<file path="config.mk">
export PLATFORM = sky130hd
export DESIGN_NAME = crg_glue
export DESIGN_NICKNAME = d
export VERILOG_FILES = /design/src/inc/crg_pkg.sv /design/src/crg_sync.sv /design/src/crg_glue.sv
export SDC_FILE = /design/constraint.sdc
export NUM_CORES = 1
export LEC_CHECK = 0
export BUFFER_PORTS_ARGS = -buffer_cell sky130_fd_sc_hd__buf_2
export CORE_ASPECT_RATIO = 1.75
export CORE_UTILIZATION = 40
export CTS_BUF_LIST = sky130_fd_sc_hd__clkbuf_4 sky130_fd_sc_hd__clkbuf_8
export DETAILED_ROUTE_END_ITERATION = 6
export PLACE_DENSITY = 0.68
export SYNTH_ARGS = -nofsm -noshare
export SYNTH_HDL_FRONTEND = slang
export SYNTH_SLANG_ARGS = --single-unit
</file>
<file path="constraint.sdc">
create_clock -name clk_i -period 1.27 [get_ports clk_i]
set_input_delay 0.1905 -clock clk_i [delete_from_list [all_inputs] [get_ports clk_i]]
set_output_delay 0.1905 -clock clk_i [all_outputs]
set_load 0.01 [all_outputs]
</file>
<file path="src/inc/crg_pkg.sv">
// Shared constants and types of the clock, reset and processor glue block
`default_nettype none
package crg_pkg;
  // Coprocessor reset width in processor clocks, and its count in clk_i
  localparam int unsigned NPX_RST_PROC_CLKS = 96;
  localparam int unsigned DBL_PER_PROC      = 2;
  localparam logic [7:0]  NPX_RST_CYCLES    =
    8'(NPX_RST_PROC_CLKS * DBL_PER_PROC);
  // Timer clock is the oscillator divided by twelve (about 1.19 MHz)
  localparam int unsigned TIMER_OSC_DIV     = 12;
  localparam logic [2:0]  TIMER_HALF_EDGES  = 3'(TIMER_OSC_DIV / 2);
  // Refresh address reset value and the level of the upper lines
  localparam logic [9:0]  REFRESH_ADDR_RST  = 10'h000;
  localparam logic [11:0] REFRESH_HIGH_ADDR = 12'h000;
  // Coprocessor reset port: word address and byte enables (odd byte)
  localparam logic [5:0]  NPX_PORT_WORD     = 6'h3C;
  localparam logic [1:0]  NPX_PORT_BE_N     = 2'h1;
  // Positions of the pin inputs inside the synchroniser bank
  localparam int unsigned SYNC_W            = 8;
  localparam int unsigned SY_OSC            = 0;
  localparam int unsigned SY_ATCLK          = 1;
  localparam int unsigned SY_POWER_GOOD_IN          = 2;
  localparam int unsigned SY_KBC_RST_N      = 3;
  localparam int unsigned SY_PERR0_N        = 4;
  localparam int unsigned SY_PERR1_N        = 5;
  localparam int unsigned SY_CHCK_N         = 6;
  localparam int unsigned SY_NPX_REQ        = 7;
  // Idle levels of the synchronised pins while reset holds
  localparam logic [7:0]  SYNC_RST_VAL      = 8'h78;

  // Decoded processor cycle
  typedef struct packed {
    logic start;      // One-cycle pulse at the start of a bus cycle
    logic mem;        // Memory cycle when high, I/O when low
    logic write;      // Write cycle
    logic data_ctrl;  // Data (high) or control (low) status
  } crg_cycle_t;

  // Bus cycle tracking states
  typedef enum logic [2:0] {
    ST_IDLE  = 3'h1,
    ST_LATCH = 3'h2,
    ST_PIPE  = 3'h4
  } crg_bus_state_t;
endpackage : crg_pkg
`default_nettype wire

</file>
<file path="src/crg_sync.sv">
// Bank of two-flop synchronisers for asynchronous pin inputs
`timescale 1ns/1ps
`default_nettype none
module crg_sync #(
  parameter int unsigned      WIDTH   = 8,
  parameter logic [WIDTH-1:0] RST_VAL = '0
) (
  input  wire logic             clk_i,    // Double clock
  input  wire logic             rst_b_i,  // Asynchronous reset, low
  input  wire logic [WIDTH-1:0] async_i,  // Raw pin levels
  output logic      [WIDTH-1:0] sync_o    // Levels after two flops
);
  // First stage, read only by the second stage
  logic [WIDTH-1:0] meta_reg;

  // One pair of flops per bit
  genvar g;
  for (g = 0; g < WIDTH; g++) begin : g_bit
    always_ff @(posedge clk_i or negedge rst_b_i) begin
      if (!rst_b_i) begin
        meta_reg[g] <= RST_VAL[g];
        sync_o[g]   <= RST_VAL[g];
      end else begin
        meta_reg[g] <= async_i[g];
        sync_o[g]   <= meta_reg[g];
      end
    end
  end
endmodule : crg_sync
`default_nettype wire

</file>
<file path="src/crg_glue.sv">
// Clock, reset and processor-interface glue of the system controller
`timescale 1ns/1ps
`default_nettype none
module crg_glue (
  input  wire logic               clk_i,                  // Double clock in
  input  wire logic               rst_b_i,                // Async reset
  input  wire logic               osc_clock_in_i,         // Oscillator pin
  input  wire logic               async_bus_clock_in_i,   // Async bus clk
  input  wire logic               sync_mode_i,            // 1: sync bus
  input  wire logic               power_good_in_i,        // Power good
  input  wire logic               kbc_reset_request_n_i,  // Keyboard reset
  input  wire logic               fast_reset_i,           // Port fast reset
  input  wire logic               parity_error_n_i0,      // Parity, byte 0
  input  wire logic               parity_error_n_i1,      // Parity, byte 1
  input  wire logic               channel_check_n_i,      // ISA check
  input  wire logic               npx_ext_request_in_i,   // Coproc request
  input  wire logic               addr_strobe_n_i,        // Address strobe
  input  wire logic               mem_io_select_i,        // Memory / I/O
  input  wire logic               write_i,                // Write status
  input  wire logic               data_ctrl_status_i,     // Data / control
  input  wire logic [1:0]         byte_en_n_i,            // Byte enables
  input  wire logic [23:2]        addr_i,                 // Address pins in
  input  wire logic               refresh_i,              // Refresh cycle
  input  wire logic               bus_master_i,           // ISA master
  input  wire logic               master_addr20_i,        // Master addr 20
  input  wire logic               proc_addr20_io_i,       // A20 pin in
  input  wire logic               addr20_gate_in_i,       // A20 gate
  output logic                    double_clock_out_o,     // Double clock
  output logic                    proc_clock_out_o,       // Processor clk
  output logic                    bus_clock_out_o,        // Bus clock
  output logic                    kbc_clock_out_o,        // Keyboard clk
  output logic                    timer_clock_out_o,      // Timer clock
  output logic                    proc_reset_out_o,       // CPU reset
  output logic                    npx_reset_out_o,        // Coproc reset
  output logic                    device_reset_n_o,       // Device reset
  output logic [23:2]             addr_o,                 // Address out
  output logic                    addr_oe_o,              // Address enable
  output logic                    proc_addr20_io_o,       // A20 pin out
  output logic                    proc_addr20_io_oe_o,    // A20 pin enable
  output logic                    gated_addr20_o,         // Gated A20 pin
  output logic                    int_addr20_o,           // Internal A20
  output logic                    proc_nmi_out_o,         // NMI
  output logic                    proc_ext_request_out_o, // Ext request
  output logic                    next_addr_n_o,          // Next address
  output logic                    early_addr_latch_en_o,  // Early ALE
  output crg_pkg::crg_cycle_t     cycle_o                 // Cycle decode
);

  // Returns high when an access hits the coprocessor reset port
  function automatic logic npx_port_hit(input logic [7:2] a,
                                        input logic [1:0] be_n);
    npx_port_hit = (a == crg_pkg::NPX_PORT_WORD) &&
                   (be_n == crg_pkg::NPX_PORT_BE_N);
  endfunction : npx_port_hit

  // Synchronised pin levels
  logic [crg_pkg::SYNC_W-1:0] pin_raw;      // Raw pin bundle
  logic [crg_pkg::SYNC_W-1:0] pin_s;        // After two flops
  logic                       osc_d_reg;    // Delayed oscillator level
  logic                       atclk_d_reg;  // Delayed async bus clock
  logic                       osc_rise;     // Oscillator rising edge
  logic                       atclk_rise;   // Async bus clock rise
  logic                       pwr_good;     // Power good, synchronised

  // Clock generators
  logic       proc_clk_reg;    // Processor clock phase
  logic       sync_bus_reg;    // Synchronous bus clock
  logic       async_bus_reg;   // Asynchronous bus clock
  logic       bus_aligned_reg; // Bus clock aligned to first strobe
  logic       kbc_clk_reg;     // Keyboard clock
  logic       timer_clk_reg;   // Timer clock
  logic [2:0] timer_cnt_reg;   // Oscillator edges in timer half period
  logic       proc_end;        // Last clk_i of a processor clock

  // Reset logic
  logic       reset_src;        // Any processor reset source
  logic       reset_src_d_reg;  // Previous reset_src
  logic       port_wr;          // Write to coprocessor reset port
  logic       npx_trigger;      // Start or restart of coprocessor reset
  logic [7:0] npx_cnt_reg;      // Remaining coprocessor reset cycles

  // Bus cycle tracking
  crg_pkg::crg_bus_state_t state_reg;   // Current state
  crg_pkg::crg_bus_state_t state_next;  // Next state
  logic                    cyc_start;   // Address strobe seen
  logic                    was_refresh_reg; // Refresh in previous cycle
  logic [9:0]              refresh_addr_reg; // Refresh row counter

  // Gather the asynchronous pins into one bank
  always_comb begin
    pin_raw                            = '0;
    pin_raw[crg_pkg::SY_OSC]           = osc_clock_in_i;
    pin_raw[crg_pkg::SY_ATCLK]         = async_bus_clock_in_i;
    pin_raw[crg_pkg::SY_POWER_GOOD_IN]         = power_good_in_i;
    pin_raw[crg_pkg::SY_KBC_RST_N]     = kbc_reset_request_n_i;
    pin_raw[crg_pkg::SY_PERR0_N]       = parity_error_n_i0;
    pin_raw[crg_pkg::SY_PERR1_N]       = parity_error_n_i1;
    pin_raw[crg_pkg::SY_CHCK_N]        = channel_check_n_i;
    pin_raw[crg_pkg::SY_NPX_REQ]       = npx_ext_request_in_i;
  end

  // Two flops on every pin that is not on the double clock
  crg_sync #(
    .WIDTH   (crg_pkg::SYNC_W),
    .RST_VAL (crg_pkg::SYNC_RST_VAL)
  ) u_sync (
    .clk_i   (clk_i),
    .rst_b_i (rst_b_i),
    .async_i (pin_raw),
    .sync_o  (pin_s)
  );

  assign pwr_good = pin_s[crg_pkg::SY_POWER_GOOD_IN];

  // Edge detectors look only at synchronised levels
  always_ff @(posedge clk_i or negedge rst_b_i) begin
    if (!rst_b_i) begin
      osc_d_reg   <= 1'b0;
      atclk_d_reg <= 1'b0;
    end else begin
      osc_d_reg   <= pin_s[crg_pkg::SY_OSC];
      atclk_d_reg <= pin_s[crg_pkg::SY_ATCLK];
    end
  end

  assign osc_rise   = pin_s[crg_pkg::SY_OSC] & ~osc_d_reg;
  assign atclk_rise = pin_s[crg_pkg::SY_ATCLK] & ~atclk_d_reg;

  // The double clock input is forwarded to the processor unchanged
  assign double_clock_out_o = clk_i;

  // Processor clock: toggle every double clock, low out of reset so
  // that its phase matches the processor after the shared reset
  always_ff @(posedge clk_i or negedge rst_b_i) begin
    if (!rst_b_i) begin
      proc_clk_reg <= 1'b0;
    end else begin
      proc_clk_reg <= ~proc_clk_reg;
    end
  end

  // Enable pulse on the second half of each processor clock
  assign proc_end         = proc_clk_reg;
  assign proc_clock_out_o = proc_clk_reg;

  // Synchronous bus clock: processor clock halved; re-phased once on
  // the first address strobe so later cycles start on a rising edge.
  // Re-phasing only once keeps the clock free-running afterwards.
  always_ff @(posedge clk_i or negedge rst_b_i) begin
    if (!rst_b_i) begin
      sync_bus_reg    <= 1'b0;
      bus_aligned_reg <= 1'b0;
    end else if (cyc_start && !bus_aligned_reg) begin
      sync_bus_reg    <= 1'b0;
      bus_aligned_reg <= 1'b1;
    end else if (proc_end) begin
      sync_bus_reg    <= ~sync_bus_reg;
    end
  end

  // Asynchronous bus clock: each rising input edge toggles the output
  always_ff @(posedge clk_i or negedge rst_b_i) begin
    if (!rst_b_i) begin
      async_bus_reg <= 1'b0;
    end else if (atclk_rise) begin
      async_bus_reg <= ~async_bus_reg;
    end
  end

  // Output register picks the source chosen by the bus mode
  always_ff @(posedge clk_i or negedge rst_b_i) begin
    if (!rst_b_i) begin
      bus_clock_out_o <= 1'b0;
    end else begin
      bus_clock_out_o <= sync_mode_i ? sync_bus_reg
                                     : async_bus_reg;
    end
  end

  // Keyboard clock: oscillator halved. Sampling a 14.3 MHz input at
  // 20 MHz loses edges, so the rate is only as good as the sampling.
  always_ff @(posedge clk_i or negedge rst_b_i) begin
    if (!rst_b_i) begin
      kbc_clk_reg <= 1'b0;
    end else if (osc_rise) begin
      kbc_clk_reg <= ~kbc_clk_reg;
    end
  end

  assign kbc_clock_out_o = kbc_clk_reg;

  // Timer clock: toggle every six oscillator edges, twelve per period
  always_ff @(posedge clk_i or negedge rst_b_i) begin
    if (!rst_b_i) begin
      timer_cnt_reg <= 3'h0;
      timer_clk_reg <= 1'b0;
    end else if (osc_rise) begin
      if (timer_cnt_reg == crg_pkg::TIMER_HALF_EDGES - 3'h1) begin
        timer_cnt_reg <= 3'h0;
        timer_clk_reg <= ~timer_clk_reg;
      end else begin
        timer_cnt_reg <= timer_cnt_reg + 3'h1;
      end
    end
  end

  assign timer_clock_out_o = timer_clk_reg;

  // Any reset source; power good low keeps it up for its whole span
  assign reset_src = ~pwr_good
                   | ~pin_s[crg_pkg::SY_KBC_RST_N]
                   | fast_reset_i;

  // Processor and device resets, registered from their sources
  always_ff @(posedge clk_i or negedge rst_b_i) begin
    if (!rst_b_i) begin
      proc_reset_out_o <= 1'b1;
      device_reset_n_o <= 1'b0;
      reset_src_d_reg  <= 1'b1;
    end else begin
      proc_reset_out_o <= reset_src;
      device_reset_n_o <= pwr_good;
      reset_src_d_reg  <= reset_src;
    end
  end

  // I/O write to the coprocessor reset port at cycle start
  assign port_wr = cyc_start && !mem_io_select_i && write_i &&
                   npx_port_hit(addr_i[7:2], byte_en_n_i);

  // A rise of reset_src, a port write or power still low reloads the
  // count; a keyboard or fast reset rising while another holds reset_src gives no reload
  assign npx_trigger = (reset_src && !reset_src_d_reg) || port_wr ||
                       !pwr_good;

  // Coprocessor reset counter, 96 processor clocks of double clock
  always_ff @(posedge clk_i or negedge rst_b_i) begin
    if (!rst_b_i) begin
      npx_cnt_reg <= crg_pkg::NPX_RST_CYCLES;
    end else if (npx_trigger) begin
      npx_cnt_reg <= crg_pkg::NPX_RST_CYCLES;
    end else if (npx_cnt_reg != 8'h00) begin
      npx_cnt_reg <= npx_cnt_reg - 8'h01;
    end
  end

  // Output register decodes the next count, so it is high exactly while the count is non-zero
  always_ff @(posedge clk_i or negedge rst_b_i) begin
    if (!rst_b_i) begin
      npx_reset_out_o <= 1'b1;
    end else begin
      npx_reset_out_o <= npx_trigger || (npx_cnt_reg > 8'h01);
    end
  end

  // Refresh row counter advances when a refresh cycle ends
  always_ff @(posedge clk_i or negedge rst_b_i) begin
    if (!rst_b_i) begin
      was_refresh_reg  <= 1'b0;
      refresh_addr_reg <= crg_pkg::REFRESH_ADDR_RST;
    end else begin
      was_refresh_reg <= refresh_i;
      if (was_refresh_reg && !refresh_i) begin
        refresh_addr_reg <= refresh_addr_reg + 10'h001;
      end
    end
  end

  // Address pins: driven only in refresh, with the row counter and zeros above
  always_ff @(posedge clk_i or negedge rst_b_i) begin
    if (!rst_b_i) begin
      addr_o    <= '0;
      addr_oe_o <= 1'b0;
    end else begin
      addr_oe_o <= refresh_i;
      addr_o    <= {crg_pkg::REFRESH_HIGH_ADDR,
                    refresh_addr_reg};
    end
  end

  // Address 20: gating, gated pin and bus-master drive
  always_ff @(posedge clk_i or negedge rst_b_i) begin
    if (!rst_b_i) begin
      int_addr20_o        <= 1'b0;
      gated_addr20_o      <= 1'b0;
      proc_addr20_io_o    <= 1'b0;
      proc_addr20_io_oe_o <= 1'b0;
    end else begin
      // A master sources bit 20 itself; otherwise the processor does
      if (bus_master_i) begin
        int_addr20_o   <= master_addr20_i & addr20_gate_in_i;
        gated_addr20_o <= master_addr20_i & addr20_gate_in_i;
      end else begin
        int_addr20_o   <= proc_addr20_io_i & addr20_gate_in_i;
        gated_addr20_o <= proc_addr20_io_i & addr20_gate_in_i;
      end
      proc_addr20_io_oe_o <= bus_master_i;
      proc_addr20_io_o    <= master_addr20_i;
    end
  end

  // NMI and extension request follow their synchronised sources
  always_ff @(posedge clk_i or negedge rst_b_i) begin
    if (!rst_b_i) begin
      proc_nmi_out_o         <= 1'b0;
      proc_ext_request_out_o <= 1'b0;
    end else begin
      proc_nmi_out_o <= ~pin_s[crg_pkg::SY_PERR0_N]
                      | ~pin_s[crg_pkg::SY_PERR1_N]
                      | ~pin_s[crg_pkg::SY_CHCK_N];
      // Drops three double clocks after the coprocessor drops it on an empty FIFO
      proc_ext_request_out_o <= pin_s[crg_pkg::SY_NPX_REQ];
    end
  end

  // A strobe seen in the second half of a processor clock starts a
  // cycle; the strobe is on the double clock so needs no flops
  assign cyc_start = !addr_strobe_n_i && proc_end &&
                     (state_reg == crg_pkg::ST_IDLE);

  // Cycle decode latched at the start of each bus cycle
  always_ff @(posedge clk_i or negedge rst_b_i) begin
    if (!rst_b_i) begin
      cycle_o <= '0;
    end else begin
      cycle_o.start <= cyc_start;
      if (cyc_start) begin
        cycle_o.mem       <= mem_io_select_i;
        cycle_o.write     <= write_i;
        cycle_o.data_ctrl <= data_ctrl_status_i;
      end
    end
  end

  // Cycle tracker: one processor clock of latch enable, then one of
  // next-address request; a strobe is taken only once back in idle
  always_comb begin
    state_next = state_reg;
    case (state_reg)
      crg_pkg::ST_IDLE: begin
        if (cyc_start) begin
          state_next = crg_pkg::ST_LATCH;
        end
      end
      crg_pkg::ST_LATCH: begin
        if (proc_end) begin
          state_next = crg_pkg::ST_PIPE;
        end
      end
      crg_pkg::ST_PIPE: begin
        if (proc_end) begin
          state_next = crg_pkg::ST_IDLE;
        end
      end
      default: begin
        state_next = crg_pkg::ST_IDLE;
      end
    endcase
  end

  // State register
  always_ff @(posedge clk_i or negedge rst_b_i) begin
    if (!rst_b_i) begin
      state_reg <= crg_pkg::ST_IDLE;
    end else begin
      state_reg <= state_next;
    end
  end

  // Latch enable and next-address request come from the state
  always_ff @(posedge clk_i or negedge rst_b_i) begin
    if (!rst_b_i) begin
      early_addr_latch_en_o <= 1'b0;
      next_addr_n_o         <= 1'b1;
    end else begin
      early_addr_latch_en_o <= (state_next == crg_pkg::ST_LATCH);
      next_addr_n_o         <= (state_next != crg_pkg::ST_PIPE);
    end
  end

endmodule : crg_glue
`default_nettype wire

</file>
* Yosys cells after proc, flatten, opt, wreduce, memory -nomap -nowiden
Cells that the tools add are included.
Operators by class: $add $sub $neg 3, order comparisons 1, multipliers 0, bitwise operators 20, muxes and demuxes 11, shift-type cells 0, reductions and logical operators 22, equality and inequality tests 8, div/mod/pow operators 0
Operator list (count):
- $mux 8 | 2
- $mux 3 | 4
- $not 1->1 | 12
- $add 10x1->10 const B | 1
- $logic_and 1x1->1 | 9
- $pmux 3 s3 | 1
- $gt 8x1->1 const B | 1
- $reduce_bool 8->1 | 1
- $sub 8x1->8 const B | 1
- $eq 3x2->1 const B | 2
- $eq 3x3->1 const B | 2
- $eq 6x6->1 const B | 1
- $logic_not 1->1 | 6
- $and 1x1->1 | 4
- $mux 1 | 4
- $or 1x1->1 | 4
- $reduce_bool 2->1 | 2
- $add 3x1->3 const B | 1
- $eq 3x1->1 const B | 1
- $logic_or 1x1->1 | 3
- $ne 3x3->1 const B | 1
- $eq 2x1->1 const B | 1
- $reduce_and 2->1 | 1
Word-level totals: memory bits (writable) 0, register bits after elaboration 74, latch bits 0, memories 0, output and inout port bits 43, bits in read-only memories 0

* Longest topological paths before layout
word-level depth 9, depth in mapped cells 6, mapped depth without buffers 6

* Modules after synthesis
From an unflattened synthesis, not the netlist that was laid out.
Second synthesis, totals: cells, all modules 203, area, all modules 2761.4 µm²
Modules (own cells, without submodules):
- crg_glue | seq. area each 1458.9 µm², area an instance 2351.0 µm², cells an instance 187, instances 1
- crg_sync | seq. area each 410.4 µm², area an instance 410.4 µm², cells an instance 16, instances 1

==> flow_summary.yaml <==
outcome:
  status: "finished with violations"
  failed_checks: "setup timing"
pwr:
  power_frac_clock_pct: 31.1
  leakage_nw: 1.829
  vdd_ir_drop_max_uv: 1106
  power_density_nw_per_um2: 1780
  switching_power_mw: 1.895
  power.internal_mw: 4.930
  swShare_pct: 27.76
  combPwrFrac_pct: 22.3
  seqPwrFrac_pct: 46.6
setup_path:
  startpoint_type: "flip-flop"
  cp.arrival_ns: 1.69
  worstPathMaxFanout: 5
  path_class: "reg2reg"
  cp-end-kind: "flip-flop"
  critical_path_required_ns: 1.60
synth:
  ys_seq_area_share_pct: 67.69
  netlist_area_um2: 2761
  synth.area.top_cells: "dfrtp_1 (54%), dfstp_2 (13%), buf_4 (4.1%), xnor2_1 (3.5%), nand2_1 (2.4%)"
  synthFlopType: "dfrtp_1"
  avgSynthCellArea_um2: 13.60
  synth.distinct_cells: 36
  synthArstFlopShare_pct: 100.0
  synth_top_area_share_pct: 54.37
  yosysWarningCount: 0
  synth-edff-count: 0
  yosys.area.top_type: "dfrtp_1"
  postSynthCellCount: 203
  yosys_register_bits: 74
clock_tree:
  clkTransAtPathRegs_ns: 0.07
  clk_latency_ns: 0.44
  cts_tree: "built"
routing:
  wl_met2_um: 2860
  highest_layer: "met4"
  wl_met3_um: 196
  dr.pass1.iters: 4
  vias: 1821
  drtIter0Drc: 53
  viasPerCell: 4.541
  ant_nets: 0
  wirelength_um: 5051
  drt-met1-wl_um: 1921
  wl_per_cell_um: 12.60
  drc: 0
layout:
  fillCellCount: 563
  num_antenna_cells: 0
  syn_to_final_growth_pct: 38.83
  fin_util_pct: 58.20
  layout.cells.non_filler: 401
  nNetsFinal: 363
  fin_area_um2: 3834
  layout-drive-gt1-share_pct: 44.51
sta:
  period_share_pct: 107.0
  finalSetupViolations: 13
  rsz0062_at_grt: "yes"
  fin_skew_ns: 0.008279
  fin_ws_ns: -0.08921
  finalCriticalPeriod_ns: 1.359
  tns_ns: -0.8196
  final_hold_viol_count: 0
  drv_slew: 0
  fmax_ghz: 0.7357
placed_design:
  postPlaceCellArea_um2: 3241
  place_inst: 358
  port_buffers: 59
  gp_congestion: 0.7126
  hpwl_um: 3387
floorplan:
  core_um2: 6588
  die_h_um: 111.9
  start_util_pct: 41.92
  fp.dieW_um: 64.81
  row_count: 39
  pin_count: 88
  die_area_um2: 7253
global_route:
  antenna_found_initial: 0
  grt_start_max_net_pins: 29
  grt_pass1_wl_um: 8197
  grt_overflow: 0
  grt_pass1_vias: 1807
  grtUsageTotal_pct: 15.61
worst_hold_path:
  hold_class: "in2reg"
run:
  max_cap_viol_count: 0
-- cells by family (layout without fill, tap and decap cells) --
kind of cell               after synthesis  after routing  synth area share, %
adders and majority gates                4              4                1.812
muxes                                    7              7                2.809
xor gates and xnor gates                14             14                4.441
DFF                                     74             74                67.69
AOI/OAI and AO/OA                       19             19                4.712
other                                    1             12               0.1358
and+or+nand+nor                         63             63                13.50
buffers and inverters                   21            126                4.894
-- worst max-delay path, stage by stage (launching register included) --
cell	delay [ns]
dfstp_2	0.56
nand4bb_4	0.16
nor2_4	0.21
a21oi_2	0.07
mux2_2	0.26
-- routing by layer --
metal  vias up  GRT usage (%)
met1       896          17.50
met4         0          8.889
li1        878              -
met3         4          4.918
met2        43          25.56
met5         -              0
-- worst paths after layout --
kind                                     endpoint  cells past startpoint  slack [ns]              from
min reg2reg                proc_ext_request_out_o                      0        0.35  u_sync.sync_o[7]
max                                  sync_bus_reg                      4       -0.09      state_reg[0]
min in group asynchronous         kbc_clock_out_o                      2        0.20           rst_b_i
max in group asynchronous            state_reg[0]                      3        0.52           rst_b_i
min                                  int_addr20_o                      3        0.04  proc_addr20_io_i
max reg2reg                          sync_bus_reg                      4       -0.09      state_reg[0]
-- final cells by class --
cell class              instances  area (um2)  area share [%]
clock buffers                  16       205.2           5.352
repair buffers                100       704.4           18.37
clock inverters                 4       50.05           1.305
inverters                       6       22.52          0.5875
well taps                      82       102.6           2.676
multi-input cells             119       879.6           22.94
flip-flops and latches         74        1869           48.76
-- placed cells by master (no fill, tap or decap), types with 7 or more instances in the layout --
cell / n
dfrtp_1: 60
buf_2: 53
buf_4: 22
dlygate4sd3_1: 18
nand2_1: 17
clkbuf_8: 14
dfstp_2: 14
conb_1: 12
nor2_1: 11
xnor2_1: 11
buf_6: 7
-- power by group through the flow --
stage	combinational (mW)	sequential (mW)	clock, mW
floorplan	0.657	3.28	0.0649
global placement	1.25	3.20	0.0476
detailed placement	1.29	3.22	0.0476
CTS	1.44	3.18	2.20
global route	1.67	3.23	2.30
finish	1.52	3.18	2.12
-- synth_stat cells, types with 2 or more instances --
cell      count
nand3_1       2
buf_4        15
nor2b_1       4
nand4_1       2
dfstp_2      14
o21ai_0       5
and3_1        3
xor2_1        3
inv_1         6
nor3_1        6
nand3b_1      4
nand2_1      18
nand2b_1      4
xnor2_1      11
nor2_1       11
a211o_1       2
a21oi_1       7
mux2_2        6
dfrtp_1      60
ha_1          4
-- stage by stage --
step           worst slack [ns]  hold WS (ns)  power [mW]
3_3_place_gp           -0.09852        0.1275       4.501
3_5_place_dp            -0.1380        0.1333       4.560
2_1_floorplan          -0.06502       -0.1051       4.003
4_1_cts                 -0.1140        0.1039       6.822
5_1_grt                 -0.1493       0.06523       7.208
6_report               -0.08921       0.04353       6.824
-- what timing repair did --
| item | 4_1_cts | 5_1_grt |
|---|---|---|
| pin swaps | 9 | 5 |
| buffers inserted | 4 | 3 |
| hold buffers | 19 | 0 |
| setup endpoints to repair | 17 | 19 |
| gates resized for setup | 18 | 10 |
| hold endpoints to repair | 78 | 0 |
| gates cloned | 0 | 0 |
Note: power is estimated with default switching activity, not from simulation.
